$ cat src/verilog/fault_summary_defs.svh
// Register indices, field positions and reset values of the status group.
// Assumes the byte address on the bus is four times the register index.
`ifndef FAULT_SUMMARY_DEFS_SVH
`define FAULT_SUMMARY_DEFS_SVH

// ---------------------------------------------------------------
// Register indices
// ---------------------------------------------------------------
`define IDX_GLOBAL_ALARM_SUMMARY  16'hB018
`define IDX_NET_AW1_SUMMARY       16'hB019
`define IDX_NET_FAULT_SUMMARY     16'hB01A
`define IDX_HOST_FAULT_SUMMARY    16'hB01B
`define IDX_RESERVED_WORD         16'hB01C
`define IDX_GENERAL_STATUS        16'hB01D
`define IDX_FATAL_FAULT_STATUS    16'hB01E
`define IDX_ALARM_WARNING_GROUP1  16'hB01F
`define IDX_GENERAL_STATUS_LATCH  16'hB023
`define IDX_GENERAL_STATUS_ENABLE 16'hB029

// ---------------------------------------------------------------
// Field positions
// ---------------------------------------------------------------
`define GS_COOLING_BIT   13
`define GS_REFERENCE_CLOCK_INPUT_BIT    10
`define GS_JITTER_BIT    9
`define GS_CMU_BIT       8
`define GS_TXLOSF_BIT    7
`define GS_HOSTLOL_BIT   6
`define GS_RXLOS_BIT     5
`define GS_RXLOL_BIT     4
`define GS_ALIGN_BIT     3
`define GS_PMDONE_BIT    2
`define GS_HIPWR_BIT     1
`define FF_PLD_BIT       6
`define FF_SUPPLY_BIT    5
`define FF_CHECKSUM_BIT  1
`define GA_GENSTAT_BIT   8
`define GA_STATE_BIT     7
`define GA_NETAW2_BIT    6
`define GA_NETHOST_BIT   5
`define GA_EXT_BIT       4
`define GA_VENDOR_BIT    3
`define GA_SOFTTEST_BIT  0
`define MODULE_FAULT_STATE 16'h0040

// ---------------------------------------------------------------
// Reset values and masks
// ---------------------------------------------------------------
`define GS_ENABLE_RESET  16'hA7F8
`define GS_ENABLE_WMASK  16'hA7FC
`define GS_CHANGE_MASK   16'h00F0
`define GS_LEVEL_MASK    16'h270C

`endif

$ cat src/verilog/fault_summary_pkg.sv
// Types shared by the status and summary register group.
// Assumes the constants header is compiled alongside.
package fault_summary_pkg;

  typedef logic [15:0] word_t;
  typedef logic [31:0] bus_word_t;

endpackage : fault_summary_pkg

$ cat src/verilog/module_fault_alarm_status_summary.sv
// Status, fault and summary register group of a transceiver module.
// Assumes per-lane latch/enable words and status come from same-clock logic.
`timescale 1ns/1ps
`include "fault_summary_defs.svh"

module module_fault_alarm_status_summary #(
  parameter int NUM_LANES = 16
) (
  input  wire logic                          clk_in,
  input  wire logic                          sys_rst_in,
  input  wire logic [17:0]                   avs_address_in,
  input  wire logic                          avs_read_in,
  input  wire logic                          avs_write_in,
  input  wire logic [31:0]                   avs_writedata_in,
  input  wire logic [3:0]                    avs_byteenable_in,
  input  wire logic [8:0]                    module_state_in,
  input  wire logic [8:0]                    state_latch_in,
  input  wire logic [8:0]                    state_enable_in,
  input  wire logic [15:0]                   net_aw2_summary_in,
  input  wire logic [15:0]                   net_aw2_enable_in,
  input  wire logic [15:0]                   nethost_summary_in,
  input  wire logic [15:0]                   nethost_enable_in,
  input  wire logic [15:0]                   ext_latch_in,
  input  wire logic [15:0]                   ext_enable_in,
  input  wire logic [15:0]                   vendor_latch_in,
  input  wire logic [15:0]                   vendor_enable_in,
  input  wire logic                          soft_alarm_test_in,
  input  wire logic [NUM_LANES*16-1:0]       net_aw_latch_in,
  input  wire logic [NUM_LANES*16-1:0]       net_aw_enable_in,
  input  wire logic [NUM_LANES*16-1:0]       net_fault_latch_in,
  input  wire logic [NUM_LANES*16-1:0]       net_fault_enable_in,
  input  wire logic [NUM_LANES*16-1:0]       host_fault_latch_in,
  input  wire logic [NUM_LANES*16-1:0]       host_fault_enable_in,
  input  wire logic                          cooling_overload_flag_in,
  input  wire logic                          interlock_used_in,
  input  wire logic                          reference_clock_loss_in,
  input  wire logic                          tx_jitter_loop_unlock_in,
  input  wire logic                          tx_clock_multiplier_unlock_in,
  input  wire logic [NUM_LANES-1:0]          tx_functionality_loss_in,
  input  wire logic [NUM_LANES-1:0]          tx_host_side_unlock_in,
  input  wire logic [NUM_LANES-1:0]          rx_signal_loss_in,
  input  wire logic [NUM_LANES-1:0]          rx_network_side_unlock_in,
  input  wire logic                          out_of_alignment_in,
  input  wire logic                          pm_interval_done_in,
  input  wire logic                          high_power_active_in,
  input  wire logic                          pld_init_fault_in,
  input  wire logic                          supply_fault_in,
  input  wire logic                          checksum_fault_in,
  input  wire logic [3:0]                    temp_flags_in,
  input  wire logic [3:0]                    vcc_flags_in,
  input  wire logic [3:0]                    optical_amplifier_flags_in,
  output logic [31:0]                        avs_readdata_out,
  output logic                               avs_waitrequest_out,
  output logic [15:0]                        module_state_out
);

  // ---------------------------------------------------------------
  // Helpers
  // ---------------------------------------------------------------
  function automatic logic or_enabled(
    input logic [15:0] latch,
    input logic [15:0] enable
  );
    or_enabled = |(latch & enable);
  endfunction : or_enabled

  fault_summary_pkg::word_t net_aw1_sum;
  fault_summary_pkg::word_t net_fault_sum;
  fault_summary_pkg::word_t host_fault_sum;
  fault_summary_pkg::word_t global_sum;
  fault_summary_pkg::word_t gen_status;
  fault_summary_pkg::word_t fatal_status;
  fault_summary_pkg::word_t aw_group1;
  fault_summary_pkg::word_t gs_latch_q;
  fault_summary_pkg::word_t gs_prev_q;
  fault_summary_pkg::word_t gs_enable_q;
  fault_summary_pkg::word_t gs_set;
  fault_summary_pkg::word_t rd_word;
  logic [15:0]              reg_index;
  logic                     waitreq_q;
  logic                     req;
  logic                     accept;
  logic                     fatal_any;
  logic                     gs_summary;
  localparam logic [15:0]   enable_wmask = `GS_ENABLE_WMASK;

  // ---------------------------------------------------------------
  // Per-lane summaries
  // ---------------------------------------------------------------
  always_comb
  begin
    net_aw1_sum    = '0;
    net_fault_sum  = '0;
    host_fault_sum = '0;
    for (int n = 0; n < NUM_LANES; n++)
    begin
      net_aw1_sum[n]    = or_enabled(net_aw_latch_in[n*16 +: 16],
                                     net_aw_enable_in[n*16 +: 16]);
      net_fault_sum[n]  = or_enabled(net_fault_latch_in[n*16 +: 16],
                                     net_fault_enable_in[n*16 +: 16]);
      host_fault_sum[n] = or_enabled(host_fault_latch_in[n*16 +: 16],
                                     host_fault_enable_in[n*16 +: 16]);
    end
  end

  // ---------------------------------------------------------------
  // Live status words
  // ---------------------------------------------------------------
  always_comb
  begin
    gen_status = '0;
    gen_status[`GS_COOLING_BIT] = cooling_overload_flag_in
                                  & interlock_used_in;
    gen_status[`GS_REFERENCE_CLOCK_INPUT_BIT]  = reference_clock_loss_in;
    gen_status[`GS_JITTER_BIT]  = tx_jitter_loop_unlock_in;
    gen_status[`GS_CMU_BIT]     = tx_clock_multiplier_unlock_in;
    gen_status[`GS_TXLOSF_BIT]  = |tx_functionality_loss_in;
    gen_status[`GS_HOSTLOL_BIT] = |tx_host_side_unlock_in;
    gen_status[`GS_RXLOS_BIT]   = |rx_signal_loss_in;
    gen_status[`GS_RXLOL_BIT]   = |rx_network_side_unlock_in;
    gen_status[`GS_ALIGN_BIT]   = out_of_alignment_in;
    gen_status[`GS_PMDONE_BIT]  = pm_interval_done_in;
    gen_status[`GS_HIPWR_BIT]   = high_power_active_in;
  end

  always_comb
  begin
    fatal_status = '0;
    fatal_status[`FF_PLD_BIT]      = pld_init_fault_in;
    fatal_status[`FF_SUPPLY_BIT]   = supply_fault_in;
    fatal_status[`FF_CHECKSUM_BIT] = checksum_fault_in;
  end

  assign fatal_any = |fatal_status;
  assign aw_group1 = {4'h0, temp_flags_in, vcc_flags_in,
                      optical_amplifier_flags_in};

  // ---------------------------------------------------------------
  // General status latch and enable
  // ---------------------------------------------------------------
  assign gs_set = ((gen_status ^ gs_prev_q) & `GS_CHANGE_MASK)
                | (gen_status & `GS_LEVEL_MASK);
  assign gs_summary = or_enabled(gs_latch_q,
                                 {1'b0, gs_enable_q[14:0]});

  always_ff @(posedge clk_in)
  begin
    if (sys_rst_in)
      gs_prev_q <= 16'h0000;
    else
      gs_prev_q <= gen_status;
  end

  // Clear only bits the read returned; set wins
  always_ff @(posedge clk_in)
  begin
    if (sys_rst_in)
      gs_latch_q <= 16'h0000;
    else if (accept && avs_read_in
             && reg_index == `IDX_GENERAL_STATUS_LATCH)
      gs_latch_q <= (gs_latch_q & ~avs_readdata_out[15:0]) | gs_set;
    else
      gs_latch_q <= gs_latch_q | gs_set;
  end

  always_ff @(posedge clk_in)
  begin
    if (sys_rst_in)
      gs_enable_q <= `GS_ENABLE_RESET;
    else if (accept && avs_write_in
             && reg_index == `IDX_GENERAL_STATUS_ENABLE)
    begin
      if (avs_byteenable_in[0])
        gs_enable_q[7:0] <= avs_writedata_in[7:0]
                          & enable_wmask[7:0];
      if (avs_byteenable_in[1])
        gs_enable_q[15:8] <= avs_writedata_in[15:8]
                           & enable_wmask[15:8];
    end
  end

  // ---------------------------------------------------------------
  // Global alarm summary
  // ---------------------------------------------------------------
  always_comb
  begin
    global_sum = '0;
    global_sum[`GA_GENSTAT_BIT]  = gs_summary;
    global_sum[`GA_STATE_BIT]    = |(state_latch_in & state_enable_in);
    global_sum[`GA_NETAW2_BIT]   = or_enabled(net_aw2_summary_in,
                                              net_aw2_enable_in);
    global_sum[`GA_NETHOST_BIT]  = or_enabled(nethost_summary_in,
                                              nethost_enable_in);
    global_sum[`GA_EXT_BIT]      = or_enabled(ext_latch_in,
                                              ext_enable_in);
    global_sum[`GA_VENDOR_BIT]   = or_enabled(vendor_latch_in,
                                              vendor_enable_in);
    global_sum[`GA_SOFTTEST_BIT] = soft_alarm_test_in;
  end

  // ---------------------------------------------------------------
  // Module state with fault override
  // ---------------------------------------------------------------
  always_ff @(posedge clk_in)
  begin
    if (sys_rst_in)
      module_state_out <= 16'h0000;
    else if (fatal_any)
      module_state_out <= `MODULE_FAULT_STATE;
    else
      module_state_out <= {7'h00, module_state_in};
  end

  // ---------------------------------------------------------------
  // Avalon-MM slave
  // ---------------------------------------------------------------
  assign reg_index = avs_address_in[17:2];
  assign req       = avs_read_in | avs_write_in;
  assign accept    = req & ~waitreq_q;
  assign avs_waitrequest_out = waitreq_q;

  always_comb
  begin
    unique case (reg_index)
      `IDX_GLOBAL_ALARM_SUMMARY:  rd_word = global_sum;
      `IDX_NET_AW1_SUMMARY:       rd_word = net_aw1_sum;
      `IDX_NET_FAULT_SUMMARY:     rd_word = net_fault_sum;
      `IDX_HOST_FAULT_SUMMARY:    rd_word = host_fault_sum;
      `IDX_GENERAL_STATUS:        rd_word = gen_status;
      `IDX_FATAL_FAULT_STATUS:    rd_word = fatal_status;
      `IDX_ALARM_WARNING_GROUP1:  rd_word = aw_group1;
      `IDX_GENERAL_STATUS_LATCH:  rd_word = gs_latch_q;
      `IDX_GENERAL_STATUS_ENABLE: rd_word = gs_enable_q;
      default:                    rd_word = 16'h0000;
    endcase
  end

  // One wait cycle per request
  always_ff @(posedge clk_in)
  begin
    if (sys_rst_in)
      waitreq_q <= 1'b1;
    else
      waitreq_q <= ~(req & waitreq_q);
  end

  always_ff @(posedge clk_in)
  begin
    if (sys_rst_in)
      avs_readdata_out <= 32'h0000_0000;
    else if (avs_read_in && waitreq_q)
      avs_readdata_out <= {16'h0000, rd_word};
  end

  // ---------------------------------------------------------------
  // Checks
  // ---------------------------------------------------------------
  logic first_rd;
  assign first_rd = avs_read_in & waitreq_q;

  AST_GLOBAL_STATE: assert property (@(posedge clk_in)
    disable iff (sys_rst_in)
    (first_rd && reg_index == `IDX_GLOBAL_ALARM_SUMMARY) |=>
      avs_readdata_out[7] == $past(|(state_latch_in & state_enable_in)))
    else $error("global bit 7 wrong");

  AST_GLOBAL_NETAW2: assert property (@(posedge clk_in)
    disable iff (sys_rst_in)
    (first_rd && reg_index == `IDX_GLOBAL_ALARM_SUMMARY) |=>
      avs_readdata_out[6]
        == $past(|(net_aw2_summary_in & net_aw2_enable_in)))
    else $error("global bit 6 wrong");

  AST_GLOBAL_RSVD: assert property (@(posedge clk_in)
    disable iff (sys_rst_in)
    (first_rd && reg_index == `IDX_GLOBAL_ALARM_SUMMARY) |=>
      avs_readdata_out[2:1] == 2'b00
      && avs_readdata_out[0] == $past(soft_alarm_test_in))
    else $error("global bits 2..0 wrong");

  AST_NET_FAULT_LANE0: assert property (@(posedge clk_in)
    disable iff (sys_rst_in)
    (first_rd && reg_index == `IDX_NET_FAULT_SUMMARY) |=>
      avs_readdata_out[0]
        == $past(|(net_fault_latch_in[15:0] & net_fault_enable_in[15:0])))
    else $error("network fault lane 0 summary wrong");

  AST_FATAL_FORCES_STATE: assert property (@(posedge clk_in)
    disable iff (sys_rst_in)
    (pld_init_fault_in || supply_fault_in || checksum_fault_in) |=>
      module_state_out == `MODULE_FAULT_STATE)
    else $error("fault state not forced");

  AST_FATAL_RSVD: assert property (@(posedge clk_in)
    disable iff (sys_rst_in)
    (first_rd && reg_index == `IDX_FATAL_FAULT_STATUS) |=>
      (avs_readdata_out[15:0] & 16'hFF9D) == 16'h0000)
    else $error("fatal reserved bits set");

  AST_CHANGE_LATCH: assert property (@(posedge clk_in)
    disable iff (sys_rst_in)
    $fell(|rx_signal_loss_in) |=> gs_latch_q[`GS_RXLOS_BIT])
    else $error("change latch missed a fall");

  AST_ENABLE_GATES: assert property (@(posedge clk_in)
    disable iff (sys_rst_in)
    (gs_enable_q[14:0] == 15'h0000) |-> !global_sum[`GA_GENSTAT_BIT])
    else $error("disabled latch reaches summary");

  AST_TXLOSF_OR: assert property (@(posedge clk_in)
    disable iff (sys_rst_in)
    (first_rd && reg_index == `IDX_GENERAL_STATUS) |=>
      avs_readdata_out[7] == $past(|tx_functionality_loss_in))
    else $error("transmit loss OR wrong");

  AST_NET_AW1_LANE0: assert property (@(posedge clk_in)
    disable iff (sys_rst_in)
    (first_rd && reg_index == `IDX_NET_AW1_SUMMARY) |=>
      avs_readdata_out[0]
        == $past(|(net_aw_latch_in[15:0] & net_aw_enable_in[15:0])))
    else $error("network group 1 lane 0 summary wrong");

  AST_HOST_FAULT_LANE0: assert property (@(posedge clk_in)
    disable iff (sys_rst_in)
    (first_rd && reg_index == `IDX_HOST_FAULT_SUMMARY) |=>
      avs_readdata_out[0]
        == $past(|(host_fault_latch_in[15:0] & host_fault_enable_in[15:0])))
    else $error("host fault lane 0 summary wrong");

  AST_GLOBAL_EXT_VENDOR: assert property (@(posedge clk_in)
    disable iff (sys_rst_in)
    (first_rd && reg_index == `IDX_GLOBAL_ALARM_SUMMARY) |=>
      avs_readdata_out[4] == $past(|(ext_latch_in & ext_enable_in))
      && avs_readdata_out[3]
        == $past(|(vendor_latch_in & vendor_enable_in)))
    else $error("global bits 4 and 3 wrong");

  AST_COOLING: assert property (@(posedge clk_in)
    disable iff (sys_rst_in)
    (first_rd && reg_index == `IDX_GENERAL_STATUS) |=>
      avs_readdata_out[13]
        == $past(cooling_overload_flag_in & interlock_used_in))
    else $error("cooling bit wrong");

  AST_SET_KEPT: assert property (@(posedge clk_in)
    disable iff (sys_rst_in)
    !sys_rst_in |=> (($past(gs_set) & ~gs_latch_q) == 16'h0000))
    else $error("latched event lost");

  AST_ONE_WAIT: assert property (@(posedge clk_in)
    disable iff (sys_rst_in)
    (req && waitreq_q) |=> !waitreq_q ##1 waitreq_q)
    else $error("waitrequest timing wrong");

  COV_READ_GLOBAL: cover property (@(posedge clk_in)
    accept && avs_read_in && reg_index == `IDX_GLOBAL_ALARM_SUMMARY);
  COV_FATAL: cover property (@(posedge clk_in) fatal_any);
  COV_WRITE_ENABLE: cover property (@(posedge clk_in)
    accept && avs_write_in && reg_index == `IDX_GENERAL_STATUS_ENABLE);
  COV_LATCH_CLEAR: cover property (@(posedge clk_in)
    accept && avs_read_in && reg_index == `IDX_GENERAL_STATUS_LATCH);
  COV_STATUS_FALL: cover property (@(posedge clk_in)
    $fell(|rx_signal_loss_in));

endmodule : module_fault_alarm_status_summary

$ cat config.mk
export PLATFORM = sky130hd
export DESIGN_NAME = module_fault_alarm_status_summary
export DESIGN_NICKNAME = d
export VERILOG_FILES = /design/src/verilog/fault_summary_pkg.sv /design/src/verilog/module_fault_alarm_status_summary.sv
export VERILOG_INCLUDE_DIRS = /design/src /design/src/verilog
export SDC_FILE = /design/constraint.sdc
export NUM_CORES = 1
export LEC_CHECK = 0
export BUFFER_PORTS_ARGS = -buffer_cell sky130_fd_sc_hd__clkbuf_2
export CAP_MARGIN = 10
export CORE_AREA = 2 2 745 747
export DETAILED_ROUTE_END_ITERATION = 12
export DIE_AREA = 0 0 747 749
export MAX_ROUTING_LAYER = met4
export PLACE_DENSITY = 0.3
export SYNTH_ARGS = -nofsm -noshare
export SYNTH_HDL_FRONTEND = slang
export SYNTH_SLANG_ARGS = --single-unit
export TNS_END_PERCENT = 20
$ cat constraint.sdc
create_clock -name clk_in -period 2.7 [get_ports clk_in]
set_clock_uncertainty 0.2 [all_clocks]
set_input_delay 0.54 -clock clk_in [delete_from_list [all_inputs] [get_ports clk_in]]
set_output_delay 0.54 -clock clk_in [all_outputs]
set_load 0.01 [all_outputs]
==> impl_metrics.json, run 1 <==
{
  "outcome": "completed",
  "required_ps": 2770,
  "ir_worst_vdd_uv": 226,
  "gp_congestion": 0.919,
  "cts_tree": "yes",
  "syn_area_per_cell_um2": 8.40,
  "min_period_ps": 2580,
  "synth_area_um2": 7240,
  "io_pins": 1886,
  "antenna_found_initial": 467,
  "slew_viol_final": 0,
  "grt_pass1_vias": 19300,
  "drc": 0,
  "p_leak_uw": 0.0111,
  "synthCells": 862,
  "cpLargestDelayFamily": "simple AND/OR/NAND/NOR gates",
  "synth_edf_count": 0,
  "path_class": "in2reg",
  "fmax_mhz": 387,
  "rows": 273,
  "crit_top_cell": "buf_4",
  "fin_ws_ps": 118,
  "slowest_delay_ps": 580,
  "io_buffers": 1837,
  "antenna_left": 0,
  "regArea_um2": 1140,
  "hold_path.class": "in2reg",
  "cts_sinks": 57,
  "path_clk_slew_ps": 100,
  "final_hold_viol_count": 0,
  "async_reset_ff_frac": 0,
  "cts_root_buffer": "clkbuf_16",
  "drv_cap": 0,
  "drive_above_1_share": 0.714,
  "crit_arrival_ps": 2650,
  "vias_per_cell": 1.90,
  "multiInputGateArea_um2": 5990,
  "cts_inserted_buffers": 9,
  "yosys_warnings": 0,
  "wl_per_cell_um": 29.1,
  "fin_hold_ws_ps": 133,
  "wl_um": 299000,
  "cts-htree-levels": 3,
  "start_kind": "input port",
  "syn2layout_area_growth_pct": 280,
  "ys.flop_type": "dfxtp_1",
  "power_density_nw_per_um2": 177,
  "ys_seq_area_frac": 0.158,
  "num-nets-final": 4672,
  "power_uw": 4880,
  "path_cells": "clkbuf_2 -> or4b_4 -> buf_4 -> nor3_1 -> buf_4 -> nand3_1 -> a31oi_1 -> a2111oi_1 -> a221oi_1",
  "grt_max_degree": 25,
  "place_hpwl_um": 292000,
  "worst_pin_slew_ps": 958,
  "grt_overflow_total": 0,
  "fill_cells": 65900,
  "die_area_um2": 560000,
  "coreArea_um2": 551000,
  "grt_setup_unrepaired": "false",
  "clockBufferDepth": 2,
  "initial_core_util": 0.0131,
  "critPathBufInv": 3,
  "slew_headroom": 0.362,
  "grt_pass1_wl_um": 335000,
  "gr-usage-all-layers": 0.105,
  "vias": 19500,
  "die_h_um": 749,
  "firstDrtPassIters": 5,
  "setup_viol": 0,
  "finalCritPeriodShare": 0.956,
  "worst-path-max-fanout": 5,
  "critPathCaptureType": "flip-flop",
  "die-width_um": 747,
  "clk_latency_ps": 370,
  "yosysUniqueCellTypes": 57,
  "pre_cts_ws_ps": -390,
  "drtIter0Drc": 1163,
  "slowest_stage": "or4b_4",
  "synth-seq-cells": 57
}
-- state kept, by name (all words and copies together) (netlist names) --
register,cells
avs_readdata_out,16
gs_enable_q,11
avs_waitrequest_out,1
gs_prev_q,4
gs_latch_q,16
module_state_out,9
-- stage by stage --
| stage | util | TNS (ps) | std cells | instance area (um^2) |
|---|---|---|---|---|
| after floorplan | - | 0 | 884 | 7330 |
| after global placement | 0.0487 | -8800 | 10100 | 26800 |
| after detailed placement | 0.0487 | -8170 | 10100 | 26800 |
| after CTS | 0.0492 | 0 | 10100 | 27100 |
| after global routing | 0.0498 | 0 | 10300 | 27500 |
| final | 0.0499 | 0 | 10300 | 27500 |
-- routing by layer --
layer	share of wire	track usage	wire length (um)	up-vias
li1	-	-	-	8148
met1	0.35	0.106	104000	8646
met2	0.50	0.188	150000	2063
met3	0.12	0.0473	36200	635
met4	0.027	0.0163	8210	0
met5	0	-	0	-
-- cells by family after synthesis --
kind of cell / count (synthesis) / share of synthesized area
compound gates: 533 / 0.613
other cells: 1 / 0.000518
xor+xnor: 4 / 0.00484
simple gates: 207 / 0.166
flops: 57 / 0.158
buf+inv: 48 / 0.0413
mux: 12 / 0.0168
-- power breakdown --
part	internal [uW]	switching (uW)
clock	632	608
combinational	1420	1350
sequential	861	17.0
-- final timing paths --
check | slack (ps) | startpoint | to | cells past startpoint
worst min register to register | 240 | gs_latch_q[11] | gs_latch_q[11] | 2
worst max register to register | 830 | gs_latch_q[9] | avs_readdata_out[8] | 6
worst max-delay path | 120 | avs_address_in[7] | avs_readdata_out[0] | 9
worst min-delay path | 130 | module_state_in[8] | module_state_out[8] | 2
-- cells in the mapped netlist, types with 5 or more instances --
| cell type | number | area share |
|---|---|---|
| clkbuf_1 | 11 | 0.0057 |
| nand3_1 | 17 | 0.012 |
| a222oi_1 | 7 | 0.0097 |
| nor2_1 | 25 | 0.013 |
| and4_1 | 11 | 0.013 |
| a21oi_1 | 22 | 0.015 |
| nand2_1 | 48 | 0.025 |
| dfxtp_1 | 57 | 0.16 |
| and3_1 | 18 | 0.016 |
| mux2i_1 | 11 | 0.015 |
| a22o_1 | 191 | 0.23 |
| o21ai_0 | 9 | 0.0062 |
| and2_1 | 13 | 0.011 |
| nand4_1 | 29 | 0.025 |
| buf_4 | 26 | 0.027 |
| nor4_1 | 22 | 0.019 |
| a31oi_1 | 14 | 0.012 |
| a211oi_1 | 7 | 0.0073 |
| buf_2 | 5 | 0.0035 |
| a221oi_1 | 199 | 0.24 |
| a22oi_1 | 62 | 0.064 |
-- area by class of cell --
type | instances | share of cell area
inverter | 3 | 0.000409
sequential | 57 | 0.0415
timing repair buffer | 1985 | 0.385
antenna | 158 | 0.0144
tap | 7287 | 0.331
clock buffer | 9 | 0.00819
clock inverter | 7 | 0.00205
multi-input combinational | 779 | 0.218
-- placed cells by master, fill, tap and decap left out, drive strengths merged, types with 2 or more instances in the layout --
master    instances
a222oi            7
nand2            48
a2111oi           3
and3             18
diode           158
nor3              5
a221oi          200
nor2             26
nand4            29
clkinv            3
nand3            17
and4             11
nor4             25
xor2              3
a31oi            14
a22o            191
a21oi            23
o211ai            4
clkinvlp          3
conb             23
dfxtp            57
nor2b             2
inv               4
a22oi            62
or4               2
and2             13
o221ai            3
a221o             2
buf             148
o21ai             9
clkbuf         1846
mux2i            11
a211oi            7
nand4b            4
or4b              2
o22ai             2
-- timing repair --
| item | 4_1_cts | 5_1_grt |
|---|---|---|
| resized for setup | 0 | 2 |
| endpoints found under the hold margin | 0 | 0 |
| setup endpoints to repair | 0 | 4 |
| setup buffers | 0 | 0 |
| hold buffers | 0 | 0 |
Power figures use the tool's default switching activity.
==> run 2, diff against run 1 <==
REMOVE_ABC_BUFFERS = 1   (was default)
==> impl_metrics.json, run 2 (same netlist as run 1, synthesis figures left out) <==
{
  "path_cells": "clkbuf_2 -> or4b_1 -> buf_4 -> nor3_1 -> buf_4 -> nand3_1 -> a31oi_1 -> a2111oi_1 -> buf_4 -> a221oi_1",
  "firstDrtPassIters": 7,
  "cpLargestDelayFamily": "simple AND/OR/NAND/NOR gates",
  "die-width_um": 747,
  "path_class": "in2reg",
  "rows": 273,
  "io_pins": 1886,
  "fin_util": 0.0502,
  "cts_inserted_buffers": 9,
  "fin_hold_ws_ps": 104,
  "min_period_ps": 2560,
  "grt_pass1_wl_um": 360000,
  "wl_um": 323000,
  "top_regs": "avs_readdata_out: 16 flops, gs_latch_q: 16 flops, gs_enable_q: 11 flops",
  "slowest_delay_ps": 520,
  "cts.repair.resized": 0,
  "vias_per_cell": 1.92,
  "place_hpwl_um": 315000,
  "grt_setup_unrepaired": "false",
  "start_kind": "input port",
  "coreArea_um2": 551000,
  "worst_pin_slew_ps": 675,
  "setup_viol": 0,
  "drtIter0Drc": 866,
  "syn2layout_area_growth_pct": 282,
  "final_hold_viol_count": 0,
  "cts_tree": "yes",
  "drive_above_1_share": 0.715,
  "layout_common_cells": "1837 x clkbuf_2, 191 x a22o_1, 191 x a221oi_1, 134 x buf_4, 62 x a22oi_1",
  "antenna_found_initial": 523,
  "critPathBufInv": 4,
  "slowest_stage": "or4b_1",
  "crit_top_cell": "buf_4",
  "power_density_nw_per_um2": 190,
  "antenna_left": 0,
  "vias": 19800,
  "drv_cap": 0,
  "required_ps": 2790,
  "final_cell_area_um2": 27700,
  "ir_worst_vdd_uv": 296,
  "cts_root_buffer": "clkbuf_16",
  "postCtsSetupBuffers": 0,
  "hold_path.class": "in2reg",
  "initial_core_util": 0.0131,
  "fin_ws_ps": 145,
  "cts-htree-levels": 3,
  "slew_viol_final": 0,
  "p_leak_uw": 0.0111,
  "slew_headroom": 0.550,
  "cts.hold.buffers_added": 0,
  "grt_pass1_vias": 19500,
  "crit_arrival_ps": 2640,
  "fmax_mhz": 391,
  "grt_overflow_total": 0,
  "die_h_um": 749,
  "die_area_um2": 560000,
  "outcome": "completed",
  "layout_commonest_cell": "clkbuf_2",
  "critPathCaptureType": "flip-flop",
  "grt_max_degree": 19,
  "cts_sinks": 57,
  "num-nets-final": 4679,
  "finalCritPeriodShare": 0.946,
  "power_uw": 5250,
  "drc": 0,
  "fill_cells": 66000,
  "clockBufferDepth": 2,
  "clk_latency_ps": 410,
  "pre_cts_ws_ps": -222,
  "io_buffers": 1837,
  "path_clk_slew_ps": 130,
  "gr-usage-all-layers": 0.114,
  "worst-path-max-fanout": 5,
  "gp_congestion": 0.878,
  "post_dp_cell_area_um2": 26900,
  "wl_per_cell_um": 31.3
}
==> run 2: cell types whose count changed in the layout (fill, tap and decap cells not counted), sizes merged <==
cell,delta
buf,+7
bufinv,+3
clkinv,-1
clkinvlp,-3
diode,+25
inv,+1
==> run 2: per-layer routing <==
metal  part of all wire  track usage  vias up
met5                  0            -        -
met4              0.031       0.0180        0
met3              0.088       0.0384      798
met2               0.55        0.224     2148
met1               0.33        0.107     8704
li1                   -            -     8178
==> run 2: cell type report <==
class                           instances  area, um^2  share of cell area
Multi-Input combinational cell        779        5990               0.216
Inverter                                3        11.3            0.000407
Tap cell                             7287        9120               0.329
Clock buffer                            9         225             0.00814
Sequential cell                        57        1140              0.0412
Clock inverter                          7         125             0.00452
Antenna cell                          183         458              0.0165
Timing Repair Buffer                 1992       10600               0.383
==> run 2: path summary, 6_finish.rpt <==
check | startpoint | to | slack, ps | cells past startpoint
setup / recovery | avs_address_in[7] | avs_readdata_out[0] | 140 | 10
hold / removal | module_state_in[8] | module_state_out[8] | 100 | 2
hold reg to reg | avs_readdata_out[12] | gs_latch_q[12] | 240 | 1
setup reg to reg | gs_latch_q[9] | avs_readdata_out[8] | 710 | 6
==> run 2: worst register-to-register path: stages, from the launching register on <==
cell and delay, ps:
dfxtp_1 350, a22o_1 230, a221oi_1 280, and3_1 350
o221ai_1 180, nor3_1 230, nor2_1 70
==> run 2: where the power goes <==
group	leakage [uW]	switching, uW	total (uW)	internal, uW
Sequential	0.000466	19.0	879	860
Combinational	0.0105	1280	2690	1410
Clock	0.000172	760	1680	920
==> run 2: through the flow <==
step           setup TNS (ps)  std cells
2_1_floorplan           -3540        839
5_1_grt                     0      10300
6_report                    0      10300
3_5_place_dp            -6130      10100
3_3_place_gp           -10510      10100
4_1_cts                     0      10100
